### config.mk
export PLATFORM = sky130hd
export DESIGN_NAME = msi_cmd_top
export DESIGN_NICKNAME = d
export VERILOG_FILES = /design/src/common/msi_pkg.sv /design/src/rtl/msi_ident_rom.sv /design/src/rtl/msi_media_track.sv /design/src/rtl/msi_cmd_top.sv
export SDC_FILE = /design/constraint.sdc
export NUM_CORES = 1
export LEC_CHECK = 0
export ABC_AREA = 1
export BUFFER_PORTS_ARGS = -buffer_cell sky130_fd_sc_hd__buf_4
export CELL_PAD_IN_SITES_DETAIL_PLACEMENT = 1
export CELL_PAD_IN_SITES_GLOBAL_PLACEMENT = 1
export CORE_AREA = 2 2 122 124
export CTS_CLUSTER_DIAMETER = 200
export DETAILED_ROUTE_END_ITERATION = 7
export DIE_AREA = 0 0 124 126
export PLACE_DENSITY = 0.86
export SETUP_SLACK_MARGIN = 0.3
export SLEW_MARGIN = 20
export SYNTH_ARGS = -nofsm -noshare
export SYNTH_HDL_FRONTEND = slang
export SYNTH_SLANG_ARGS = --single-unit
### constraint.sdc
create_clock -name clk -period 3.25 [get_ports clk]
set_clock_uncertainty 0.2 [all_clocks]
set_input_delay 0.65 -clock clk [delete_from_list [all_inputs] [get_ports clk]]
set_output_delay 0.65 -clock clk [all_outputs]
set_load 0.05 [all_outputs]
### src/common/msi_pkg.sv
// Purpose: shared constants and carriers for the media status / identify engine
// Assumes: 40 MHz core clock, task-file registers addressed by a 3-bit offset
// Notes:   one name per number; modules import the whole package
package msi_pkg;
  // timing
  localparam int CLK_NS   = 25;
  localparam int PREP_NS  = 500;
  localparam int PREP_CYC = (PREP_NS + CLK_NS - 1) / CLK_NS;

  // task-file register offsets
  localparam logic [2:0] A_DATA = 3'h0;
  localparam logic [2:0] A_ERR  = 3'h1;
  localparam logic [2:0] A_SCNT = 3'h2;
  localparam logic [2:0] A_CYLH = 3'h5;
  localparam logic [2:0] A_DEVH = 3'h6;
  localparam logic [2:0] A_STAT = 3'h7;

  // command codes
  localparam logic [7:0] CMD_GMS   = 8'hda;
  localparam logic [7:0] CMD_IDENT = 8'hec;

  // error_flags field positions
  localparam int EB_WP   = 6;
  localparam int EB_MC   = 5;
  localparam int EB_MCR  = 3;
  localparam int EB_ABRT = 2;
  localparam int EB_NM   = 1;

  // command_state field positions and device_select bit
  localparam int SB_BSY  = 7;
  localparam int SB_DRDY = 6;
  localparam int SB_DF   = 5;
  localparam int SB_DRQ  = 3;
  localparam int SB_ERR  = 0;
  localparam int DH_DEV  = 4;

  // reset values
  localparam logic [7:0] ERR_RST  = 8'h00;
  localparam logic [7:0] DEVH_RST = 8'h00;

  // identification layout
  localparam logic [7:0] ID_LAST  = 8'hff;
  localparam logic [7:0] ASCII_LO = 8'h20;
  localparam logic [7:0] ASCII_HI = 8'h7e;
  localparam int W_CONFIG = 0;
  localparam int W_CYL    = 1;
  localparam int W_HEAD   = 3;
  localparam int W_SECT   = 6;
  localparam int W_SER    = 10;
  localparam int N_SER    = 10;
  localparam int W_FW     = 23;
  localparam int N_FW     = 4;
  localparam int W_MODEL  = 27;
  localparam int N_MODEL  = 20;
  localparam int W_MULT   = 47;
  localparam int W_CAP    = 49;
  localparam int W_CAP2   = 50;
  localparam int W_TOTAL  = 60;
  localparam int CFG_RMV  = 7;

  // synchronised pin vector layout
  localparam int P_MEDIA = 0;
  localparam int P_WP    = 1;
  localparam int P_EJECT = 2;
  localparam int P_NIEN  = 3;
  localparam int P_MSN   = 4;
  localparam int P_FAULT = 5;
  localparam int NPIN    = 6;

  typedef struct packed {
    logic       rd;
    logic       wr;
    logic [2:0] addr;
    logic [7:0] wdata;
  } msi_req_s;

  typedef struct packed {
    logic media;
    logic wp;
    logic nien;
    logic msn;
    logic fault;
    logic mc;
    logic mcr;
  } msi_media_s;

  typedef enum logic [3:0] {
    ST_IDLE = 4'b0001,
    ST_EXEC = 4'b0010,
    ST_PREP = 4'b0100,
    ST_XFER = 4'b1000
  } msi_state_e;
endpackage

### src/rtl/msi_ident_rom.sv
// Purpose: identification word generator, indexed by word number
// Assumes: caller registers the result
// Notes:   every word not listed reads zero
`timescale 1ns/1ps
module msi_ident_rom #(
  parameter logic [15:0]  CYLS   = 16'h0400,
  parameter logic [15:0]  HEADS  = 16'h0010,
  parameter logic [15:0]  SECTS  = 16'h003f,
  parameter logic [31:0]  TOTAL  = 32'h000fc000,
  parameter logic [159:0] SERIAL = "SN0000000000000000 1",
  parameter logic [63:0]  FWREV  = "REV 1.00",
  parameter logic [319:0] MODEL  = "GENERIC REMOVABLE DRIVE"
) (
  // word select and data
  input  wire logic [7:0]  idx,
  output logic      [15:0] word
);
  import msi_pkg::*;

  // out-of-range codes become spaces so the string stays graphic
  function automatic logic [7:0] gfx(input logic [7:0] c);
    gfx = (c < ASCII_LO || c > ASCII_HI) ? ASCII_LO : c;
  endfunction

  // earlier character on the high byte, strings walk forward by word
  function automatic logic [15:0] pair(input logic [319:0] s, input int nch, input int k);
    pair = {gfx(s[8*(nch-1-2*k) +: 8]), gfx(s[8*(nch-2-2*k) +: 8])};
  endfunction

  int w;
  always_comb begin
    w = int'(idx);
    word = 16'h0000;
    if (w == W_CONFIG)                         word[CFG_RMV] = 1'b1;
    else if (w == W_CYL)                       word = CYLS;
    else if (w == W_HEAD)                      word = HEADS;
    else if (w == W_SECT)                      word = SECTS;
    else if (w >= W_SER && w < W_SER + N_SER)  word = pair(320'(SERIAL), 20, w - W_SER);
    else if (w >= W_FW && w < W_FW + N_FW)     word = pair(320'(FWREV), 8, w - W_FW);
    else if (w >= W_MODEL && w < W_MODEL + N_MODEL) word = pair(MODEL, 40, w - W_MODEL);
    else if (w == W_MULT)                      word = 16'h8000;
    else if (w == W_CAP)                       word = 16'h0300;
    else if (w == W_CAP2)                      word = 16'h4000;
    else if (w == W_TOTAL)                     word = TOTAL[15:0];
    else if (w == W_TOTAL + 1)                 word = TOTAL[31:16];
  end
endmodule

### src/rtl/msi_media_track.sv
// Purpose: pin synchroniser and sticky media event flags
// Assumes: pins are asynchronous to clk
// Notes:   a set in the clearing cycle survives the clear
`timescale 1ns/1ps
module msi_media_track (
  // clock and reset
  input  wire logic            clk,
  input  wire logic            rst_n,
  // raw pins, layout per P_* constants
  input  wire logic [5:0]      pins,
  // clear of the sticky flags after a status command
  input  wire logic            clr,
  // synchronised view
  output msi_pkg::msi_media_s  med
);
  import msi_pkg::*;

  typedef struct packed {
    logic [NPIN-1:0] s1;
    logic [NPIN-1:0] s2;
    logic [NPIN-1:0] s3;
    logic [NPIN-1:0] lvl;
    logic            mc;
    logic            mcr;
  } msi_trk_s;

  msi_trk_s s_ff, nxt_s;
  logic     ins, press;

  // a level only moves once stages two and three agree
  always_comb begin
    nxt_s     = s_ff;
    nxt_s.s1  = pins;
    nxt_s.s2  = s_ff.s1;
    nxt_s.s3  = s_ff.s2;
    nxt_s.lvl = (s_ff.s2 & s_ff.s3) | (s_ff.lvl & (s_ff.s2 ^ s_ff.s3));
    ins       = nxt_s.lvl[P_MEDIA] & ~s_ff.lvl[P_MEDIA];
    press     = nxt_s.lvl[P_EJECT] & ~s_ff.lvl[P_EJECT];
    nxt_s.mc  = (s_ff.mc & ~clr) | ins;
    nxt_s.mcr = (s_ff.mcr & ~clr) | press;
  end

  always_ff @(posedge clk or negedge rst_n) begin
    if (!rst_n) begin
      s_ff <= '0;
    end else begin
      s_ff <= nxt_s;
    end
  end

  assign med = '{media: s_ff.lvl[P_MEDIA], wp: s_ff.lvl[P_WP], nien: s_ff.lvl[P_NIEN],
                 msn: s_ff.lvl[P_MSN], fault: s_ff.lvl[P_FAULT], mc: s_ff.mc, mcr: s_ff.mcr};
endmodule

### src/rtl/msi_cmd_top.sv
// Purpose: device-side engine for the media status and identify commands
// Assumes: host strobes rd/wr for one cycle each; reads answer one cycle later
// Notes:   nien, notification enable and fault arrive as pins
//
// Function
// notification off or clean: plain good completion
// error bits WP6 MC5 MCR3 ABRT2 NM1
// NM reported each time while media absent
// eject press latched, cleared per status command
// insertion latched, cleared per status command
// WP reported each time media protected
// error completion: ERR tracks any error bit
// notification off returns zero media bits
// identify ECh is PIO data-in command
// identify: busy, prepare, DRQ, optional interrupt
// host reads words from data register
// reserved identification bits read zero
// word msb on DD15, lsb on DD0
// 32-bit values low word first
// strings hold only graphic codes
// earlier character in high byte
// packet device aborts identify, loads signature
// non-packet device never errors identify
`timescale 1ns/1ps
module msi_cmd_top #(
  parameter bit          PACKET  = 1'b0,
  parameter bit          DEV_NUM = 1'b0,
  parameter int          PREP    = msi_pkg::PREP_CYC,
  parameter logic [31:0] SIG     = 32'h0000_0000  // arbitrary signature value
) (
  // clock and reset
  input  wire logic             clk,
  input  wire logic             rst_n,
  // task-file access
  input  msi_pkg::msi_req_s     req,
  output logic      [15:0]      rdata,
  output logic                  intrq,
  // device pins
  input  wire logic [5:0]       pins
);
  import msi_pkg::*;

  if (PREP < 1 || PREP > 255) begin : g_chk
    $error("PREP must be 1..255 cycles");
  end

  typedef struct packed {
    msi_state_e       st;
    logic [7:0]       err;
    logic             errst;
    logic             df;
    logic [7:0]       cnt;
    logic [7:0]       idx;
    logic [7:0]       devh;
    logic [3:0][7:0]  cblk;
    logic             intrq;
    logic [15:0]      rdata;
  } msi_top_s;

  msi_top_s   s_ff, nxt_s;
  msi_media_s med;
  logic [15:0] id_word;
  logic [7:0]  stat, merr;
  logic        cmd_take, bsy;

  msi_media_track u_trk (
    .clk   (clk),
    .rst_n (rst_n),
    .pins  (pins),
    .clr   (s_ff.st == ST_EXEC),
    .med   (med)
  );

  msi_ident_rom u_rom (
    .idx  (s_ff.idx),
    .word (id_word)
  );

  // status byte and media error view
  always_comb begin
    bsy            = (s_ff.st == ST_EXEC) || (s_ff.st == ST_PREP);
    stat           = 8'h00;
    stat[SB_BSY]   = bsy;
    stat[SB_DRDY]  = !bsy;
    stat[SB_DF]    = s_ff.df;
    stat[SB_DRQ]   = (s_ff.st == ST_XFER);
    stat[SB_ERR]   = s_ff.errst;
    merr           = 8'h00;
    merr[EB_WP]    = med.msn & med.media & med.wp;
    merr[EB_MC]    = med.msn & med.mc;
    merr[EB_MCR]   = med.msn & med.mcr;
    merr[EB_NM]    = med.msn & ~med.media;
    cmd_take       = req.wr && req.addr == A_STAT && s_ff.st == ST_IDLE
                     && s_ff.devh[DH_DEV] == DEV_NUM;
  end

  // command sequencing and register access
  always_comb begin
    nxt_s = s_ff;
    if (req.wr && s_ff.st == ST_IDLE) begin
      if (req.addr == A_DEVH) nxt_s.devh = req.wdata;
      if (req.addr >= A_SCNT && req.addr <= A_CYLH) begin
        nxt_s.cblk[req.addr - A_SCNT] = req.wdata;
      end
    end
    case (s_ff.st)
      ST_IDLE: begin
        if (cmd_take) begin
          nxt_s.intrq = 1'b0;
          nxt_s.df    = 1'b0;
          nxt_s.err   = ERR_RST;
          nxt_s.errst = 1'b0;
          if (req.wdata == CMD_GMS) begin
            nxt_s.st = ST_EXEC;
          end else if (req.wdata == CMD_IDENT && !PACKET) begin
            nxt_s.st  = ST_PREP;
            nxt_s.cnt = 8'(PREP - 1);
          end else begin
            // unsupported command, or identify on a packet device
            nxt_s.err[EB_ABRT] = 1'b1;
            nxt_s.errst        = 1'b1;
            nxt_s.intrq        = !med.nien;
            if (req.wdata == CMD_IDENT) begin
              nxt_s.cblk = SIG;
            end
          end
        end
      end
      ST_EXEC: begin
        // flags are captured in the same edge the tracker clears them
        nxt_s.err   = merr;
        nxt_s.errst = |merr;
        nxt_s.df    = med.fault & (|merr); // a clean finish never shows a fault
        nxt_s.intrq = !med.nien;
        nxt_s.st    = ST_IDLE;
      end
      ST_PREP: begin
        if (s_ff.cnt == 8'h00) begin
          nxt_s.st    = ST_XFER;
          nxt_s.idx   = 8'h00;
          nxt_s.intrq = !med.nien;
        end else begin
          nxt_s.cnt = s_ff.cnt - 8'h01;
        end
      end
      ST_XFER: begin
        nxt_s.st = ST_XFER;
      end
      default: begin
        nxt_s.st = ST_IDLE;
      end
    endcase
    if (req.rd) begin
      case (req.addr)
        A_DATA: begin
          nxt_s.rdata = 16'h0000;
          if (s_ff.st == ST_XFER) begin
            nxt_s.rdata = id_word;
            nxt_s.idx   = s_ff.idx + 8'h01;
            if (s_ff.idx == ID_LAST) nxt_s.st = ST_IDLE;
          end
        end
        A_ERR:   nxt_s.rdata = {8'h00, s_ff.err};
        A_DEVH:  nxt_s.rdata = {8'h00, s_ff.devh};
        A_STAT: begin
          nxt_s.rdata = {8'h00, stat};
          // acknowledge only an interrupt already standing; one raised on this
          // edge survives, since the host has just read the busy status
          nxt_s.intrq = nxt_s.intrq & ~s_ff.intrq;
        end
        default: nxt_s.rdata = {8'h00, s_ff.cblk[req.addr - A_SCNT]};
      endcase
    end
  end

  always_ff @(posedge clk or negedge rst_n) begin
    if (!rst_n) begin
      s_ff       <= '0;
      s_ff.st    <= ST_IDLE;
      s_ff.err   <= ERR_RST;
      s_ff.devh  <= DEVH_RST;
    end else begin
      s_ff <= nxt_s;
    end
  end

  assign rdata = s_ff.rdata;
  assign intrq = s_ff.intrq;
endmodule

# Word level (Yosys, flattened, before mapping)
# Cells that the tools add are included.
[totals] ff_bits=113 in_bits=21 output_inout_bits=17 word_cells=187
[op_classes] n_addsub=12 magnitude_cmp=22 n_eq_ne=22 shifts=6 n_mux=57 n_bitwise=22 reduce_logical=27
[ops] operator="indexed part select 320 x 32 -> 8 bit, first input constant" count=6
[ops] operator="2-to-1 mux 16 bit" count=11
[ops] operator="2-to-1 mux 8 bit" count=17
[ops] operator="2-to-1 mux 32 bit" count=2
[ops] operator="case mux 16 bit (4 select lines)" count=1
[ops] operator="subtractor 4 x 29 -> 29 bit, first input constant" count=2
[ops] operator="subtractor 6 x 29 -> 29 bit, first input constant" count=2
[ops] operator="subtractor 7 x 29 -> 29 bit, first input constant" count=2
[ops] operator="less-than comparator 8 x 6 -> 1 bit, second input constant" count=7
[ops] operator="greater-than comparator 8 x 7 -> 1 bit, second input constant" count=6
[ops] operator="equality test 8 x 7 -> 1 bit, second input constant" count=5
[ops] operator="bitwise mux 32 bit" count=1
[ops] operator="2-to-1 mux 4 bit" count=8
[ops] operator="equality test 8 bit, second input constant" count=3
[ops] operator="2-to-1 mux 22 bit" count=1
[ops] operator="case mux 10 bit (2 select lines)" count=1
[ops] operator="subtractor 8 x 5 -> 9 bit, second input constant" count=2
[ops] operator="2-to-1 mux 17 bit" count=1
[ops] operator="binary-select mux 8 bit (select 2 bit)" count=1
[ops] operator="demux 8 bit (select 2 bit)" count=1
[ops] operator=">= comparator 8 x 5 -> 1 bit, second input constant" count=2
[ops] operator="zero test 8 bit" count=2
[ops] operator="less-than comparator 8 x 5 -> 1 bit, second input constant" count=2
[ops] operator="case mux 8 bit (2 select lines)" count=1
[ops] operator="other kinds (38)" count=81

# Depth between registers and ports, before layout
[depth] depth_word=16 depth_mapped=24

# Modules after synthesis
# From an unflattened synthesis, not the netlist that was laid out.
[hier_totals] cells_unflattened=940 area_unflattened_um2=7089.3
[by_module_without_submodules] mod="msi_cmd_top" instances=1 cells_per_inst=589 area_each_um2=4645.7
[by_module_without_submodules] mod="msi_ident_rom" instances=1 cells_per_inst=285 area_each_um2=1564.0
[by_module_without_submodules] mod="msi_media_track" instances=1 cells_per_inst=66 area_each_um2=879.6

# Least setup slack after synthesis
# Ideal clock, no wire load.
[synth_path] kind="flip-flop to flip-flop" start="reg s_ff[59] (netlist name)" end="reg s_ff (netlist bit rdata[2])" setup_ps=66 arrival_time_ps=2349 slack_ps=636 path_stages_with_launch=22 path_cell_list="dfrtp_1 > inv_2 > ha_1 > nand2_1 > nand2_1 > nand2_1 > and2_1 > ha_1 > buf_2 > inv_1 > nor2_1 > nor2_2 > nand3_2 > nor2_1 > nand2_1 > nand2_1 > nand2_1 > nand2_1 > nand2_1 > nand2_1 > nand2_1 > nand2_1"
[synth_via] elab_chain_cells=15 elab_cells_between_ends=53 classes_between="add/sub: 6; order compare: 12; eq/ne: 8; shift: 3; mux: 17; reduce/logical: 7"
[synth_lines] item="from (decl)" line="msi_cmd_top.sv:60" text="msi_top_s s_ff, nxt_s;"
[synth_lines] item="from (signal assigned)" line="msi_cmd_top.sv:183" text="s_ff <= nxt_s;"
[synth_lines] item="subtractor 8 x 5 -> 9 bit or equality test 8 x 7 -> 1 bit (tied branches)" line="msi_ident_rom.sv:40, msi_ident_rom.sv:45"
[synth_lines] item="subtractor 7 x 29 -> 29 bit or 2-to-1 mux 4 bit (tied branches)" line="msi_ident_rom.sv:27, msi_ident_rom.sv:45"
[synth_lines] item="indexed part select 320 x 32 -> 8 bit or 2-to-1 mux 16 bit (tied branches)" line="msi_ident_rom.sv:27, msi_ident_rom.sv:44"
[synth_lines] item="less-than comparator 8 x 6 -> 1 bit, or another cell as far along" line="msi_ident_rom.sv:22" text="gfx = (c < ASCII_LO || c > ASCII_HI) ? ASCII_LO : c;"
[synth_lines] item="logical OR 1 bit or 2-to-1 mux 16 bit (tied branches)" line="msi_ident_rom.sv:22, msi_ident_rom.sv:42"
[synth_lines] item="2-to-1 mux 8 bit or 2-to-1 mux 16 bit (tied branches)" line="msi_ident_rom.sv:22, msi_ident_rom.sv:41"
[synth_lines] item="2-to-1 mux 16 bit" line="msi_ident_rom.sv:40" text="else if (w >= W_MODEL && w < W_MODEL + N_MODEL) word = pair(MODEL, 40, w - W_MODEL);"
[synth_lines] item="2-to-1 mux 16 bit" line="msi_ident_rom.sv:39" text="else if (w >= W_FW && w < W_FW + N_FW) word = pair(320'(FWREV), 8, w - W_FW);"
[synth_lines] item="2-to-1 mux 16 bit" line="msi_ident_rom.sv:38" text="else if (w >= W_SER && w < W_SER + N_SER) word = pair(320'(SERIAL), 20, w - W_SER);"
[synth_lines] item="2-to-1 mux 16 bit" line="msi_ident_rom.sv:37" text="else if (w == W_SECT) word = SECTS;"
[synth_lines] item="2-to-1 mux 16 bit" line="msi_ident_rom.sv:36" text="else if (w == W_HEAD) word = HEADS;"
[synth_lines] item="2-to-1 mux 16 bit" line="msi_ident_rom.sv:35" text="else if (w == W_CYL) word = CYLS;"
[synth_lines] item="2-to-1 mux 7 bit *" line="msi_ident_rom.sv:34" text="if (w == W_CONFIG) word[CFG_RMV] = 1'b1;"
[synth_lines] item="2-to-1 mux 16 bit *" line="msi_cmd_top.sv:157" text="if (s_ff.st == ST_XFER) begin"
[synth_lines] item="case mux 16 bit (4 select lines) *" line="msi_cmd_top.sv:154" text="case (req.addr)"
# Mark *: on every way between the ends. The rest lies on a longest branch, timed or not.
# A chain may end at the register's enable or synchronous reset.

# Final worst setup path
[layout_path] start="reg s_ff[58] (netlist name)" end="reg s_ff (netlist bit rdata[10])"
[layout_via] elab_chain_cells=15 elab_cells_between_ends=49 classes_between="add/sub: 6; order compare: 12; eq/ne: 6; shift: 3; mux: 15; reduce/logical: 7"
[layout_lines] item="subtractor 8 x 5 -> 9 bit" line="msi_ident_rom.sv:40"
[layout_lines] item="subtractor 7 x 29 -> 29 bit" line="msi_ident_rom.sv:27" text="pair = {gfx(s[8*(nch-1-2*k) +: 8]), gfx(s[8*(nch-2-2*k) +: 8])};"
[layout_lines] item="indexed part select 320 x 32 -> 8 bit" line="msi_ident_rom.sv:27"
[layout_lines] item="less-than comparator 8 x 6 -> 1 bit or greater-than comparator 8 x 7 -> 1 bit (tied branches)" line="msi_ident_rom.sv:22"
[layout_lines] item="logical OR 1 bit" line="msi_ident_rom.sv:22"
[layout_lines] item="2-to-1 mux 8 bit" line="msi_ident_rom.sv:22"
[layout_lines] item="2-to-1 mux 16 bit" line="msi_ident_rom.sv:40"
[layout_lines] item="2-to-1 mux 16 bit" line="msi_ident_rom.sv:39"
[layout_lines] item="2-to-1 mux 16 bit" line="msi_ident_rom.sv:38"
[layout_lines] item="2-to-1 mux 16 bit" line="msi_ident_rom.sv:37"
[layout_lines] item="2-to-1 mux 16 bit" line="msi_ident_rom.sv:36"
[layout_lines] item="2-to-1 mux 16 bit" line="msi_ident_rom.sv:35"
[layout_lines] item="2-to-1 mux 8 bit *" line="msi_ident_rom.sv:34"
[layout_lines] item="2-to-1 mux 16 bit *" line="msi_cmd_top.sv:157"
[layout_lines] item="case mux 16 bit (4 select lines) *" line="msi_cmd_top.sv:154"
# Marks and branches as above.

==> summary.md <==
| Metric | Value |
|---|---|
| CP max stage cell | `dfrtp_2` |
| Initial core utilization | `a little under half` |
| Grt ovf | `0` |
| Area growth syn-to-layout | `14.7%` |
| VDD IR max | `around 380 uV` |
| Leading area contributor after synthesis | `dfrtp_1` |
| GRT Util Overall | `a little over a quarter` |
| Routed WL | `19.8 mm` |
| Slew headroom | `roughly 41%` |
| Initial drt markers | `about 370` |
| Most used cell, CP | `nand2_1` |
| Placed instance count | `around 1100` |
| Flop and latch count out of synthesis | `between 100 and 150` |
| Run status | `complete, no violations` |
| CTS Buffer Depth | `2` |
| Lkg Pwr | `3.75 nW` |
| Most numerous cell in the Yosys netlist | `nand2_1` |
| Ordered list of cells on the worst path | `ha_2 > nand2_2 > nand2_2 > nand2_1 > and2_4 > ha_2 > inv_1 > nand3_2 > nand3_2 > nand2_2 > nand2_4 > nor2_4 > nand2_2 > nand3_1 > nand3_1 > o21ai_1 > nand2_1 > nand2_1 > nand2_1 > nand2_1` |
| Hpwl dp | `~14 mm` |
| Register area share after synthesis | `a little over two fifths` |
| Hold_buf cts | `0` |
| Core box area | `14300 um^2` |
| Setup Viol. Count Final | `0` |
| First drt pass iteration count | `4` |
| Hold crit path type | `in -> async` |
| Ranking of synthesized cells by area | `dfrtp_1 (42%), nand2_1 (15%), o21ai_0 (5.2%)` |
| CP endpoint kind | `register` |
| Root Driver | `clkbuf_16` |
| Setup TNS | `0 ns` |
| Post-Syn Instances | `about 850` |
| Fin area | `between 7000 and 8000 um^2` |
| Final period utilization | `between 80% and 90%` |
| Via Count | `6000` |
| Unique cell type count in the Yosys netlist | `51` |
| Average via count per standard cell | `5.51` |
| Slew Viols, Final | `0` |
| Async SR Flop Fraction | `100%` |
| CTS tree | `done` |
| Final std cells w/o fill | `approximately 1100` |
| CP required | `around 3.4 ns` |
| RSZ-0062 raised after global routing | `yes` |
| Worst-margin pin slew | `just under 0.9 ns` |
| Die Ht | `around 130 um` |
| Fmax | `~0.36 GHz` |
| CP Class | `reg -> reg` |
| Fin. Hold Viols | `0` |
| Clk pin slew, worst setup/hold paths | `roughly 0.080 ns` |
| Clock sink total | `110` |
| Delay of the slowest critical-path stage | `around 0.46 ns` |
| I/O pin cnt | `38` |
| CP Launch Type | `register` |
| CTS Buf Count | `9` |
| Final Power | `3.23 mW` |
| Post-Syn Area | `about 6500 um^2` |
| First-pass GRT wire length | `32.0 mm` |
| Synth warn | `0` |
| DRC Markers | `0` |
| Post-DP Area | `approximately 6900 um^2` |
| RePlAce Congestion | `about 0.9` |
| Pin count of the biggest net entering global routing | `between 50 and 60` |
| Nets | `between 900 and 1000` |
| Initial antenna violation count | `0` |
| Synth top cells by count | `nand2_1 (259), dfrtp_1 (109), inv_1 (85), o21ai_0 (67), nor2_1 (64)` |
| Minimum clock period | `around 2.8 ns` |
| Vias in the first global route | `just over 6000` |
| Port bufs | `37` |
| Post-synthesis area per instance | `between 7 and 8 um^2` |
| Max-cap violation count | `0` |
| Std-Cell Rows | `44` |
| Number of synthesized flops with an enable pin | `0` |
| N_diodes | `0` |
| Die area | `about 16000 um^2` |
| Post-DRT Antenna Nets | `0` |
| Top FF cell, synth | `dfrtp_1` |
| H-tree depth | `3` |
| Post-Syn Nets | `~900` |
| Share of Yosys cell area claimed by the top area cell type | `a little over two fifths` |
| Share of layout cells above drive strength 1 | `between 10% and 20%` |
| CP max FO | `6` |
| Die X-Extent | `approximately 120 um` |
| Power Density | `approximately 430 nW/um^2` |
| Critical Path AT | `~2.9 ns` |
| Worst-Skew Late Latency | `about 0.36 ns` |
| Per-cell routed wire length | `~18 um` |
final timing paths:
check / from / end / slack (ns) / cells after the start
setup / recovery: s_ff[58] / rdata[10] / 0.46 / 20
hold / removal: rst_n / s_ff[36] / 0.03 / 1
setup reg to reg: s_ff[58] / rdata[10] / 0.46 / 20
hold reg to reg: u_trk.nxt_s[18] / u_trk.nxt_s[12] / 0.16 / 0
max in group asynchronous: rst_n / s_ff[83] / 2.08 / 2
min in group clk: u_trk.nxt_s[18] / u_trk.nxt_s[12] / 0.16 / 0
cell type report:
cell class	count	area [um^2]
Multi-Input combinational cell	605	3240
Clock inverter	7	78.8
Timing Repair Buffer	66	508
Tap cell	184	230
Inverter	107	412
Clock buffer	9	225
Sequential cell	110	2760
Fill cell	1809	6870
where the power goes:
| group | leakage [nW] | switching [mW] | internal (mW) |
|---|---|---|---|
| Combinational | 2.22 | 0.327 | 0.169 |
| Clock | 0.148 | 0.564 | 0.546 |
| Sequential | 1.38 | 0.102 | 1.52 |
placed cells by master, fill, tap and decap left out, types with 9 or more instances in the layout:
| master | Yosys | final |
|---|---|---|
| o22ai_1 | 11 | 11 |
| nand3_1 | 47 | 42 |
| buf_4 | 18 | 65 |
| dfrtp_1 | 109 | 107 |
| clkbuf_16 | 0 | 9 |
| ha_1 | 23 | 17 |
| o21ai_0 | 67 | 67 |
| inv_2 | 13 | 14 |
| inv_1 | 85 | 82 |
| nand2_1 | 259 | 248 |
| nor2_1 | 64 | 60 |
| a21oi_1 | 13 | 13 |
| nand2_2 | 15 | 25 |
| nand4_1 | 10 | 10 |
| nor2_2 | 7 | 10 |
cells by family after synthesis:
kind of cell | share of synthesized area (%)
xor+xnor | 1.08
buf+inv | 9.37
flops | 42.4
compound gates | 12.8
simple gates | 29.9
fa+ha+maj | 4.43
registers in the layout, summed over array words and instances (netlist names):
| name | cells |
|---|---|
| u_trk.nxt_s | 12 |
| rdata | 16 |
| u_trk.s_ff | 7 |
| intrq | 1 |
| u_trk.med | 7 |
| s_ff | 67 |
stage by stage:
stage | hold slack, ns | util, % | worst slack, ns
2_1_floorplan | 0.131 | - | 0.636
3_3_place_gp | 0.132 | 48.4 | 0.357
3_5_place_dp | 0.136 | 48.4 | 0.285
4_1_cts | 0.0369 | 50.5 | 0.344
5_1_grt | 0.0503 | 52.0 | 0.246
6_report | 0.0324 | 52.0 | 0.458
critical path, delay by kind of cell, from the launching register on:
kind            cells  cell delay [ns]
simple gates       16             1.46
flops               1             0.46
fa+ha+maj           2             0.40
compound gates      1             0.16
buf+inv             1             0.05
routing by layer:
layer | part of all wire, % | vias up | GRT usage [%]
li1 | - | 2857 | -
met1 | 44 | 2966 | 35.2
met2 | 50 | 143 | 43.9
met3 | 4.4 | 34 | 4.66
met4 | 2.3 | 0 | 8.13
met5 | 0 | - | 0
repair_timing:
item | in CTS | in global routing
pin swaps | 0 | 16
resized for setup | 1 | 37
endpoints found under the setup margin | 6 | 11
setup buffers | 1 | 13
(Power assumes the default switching activity.)
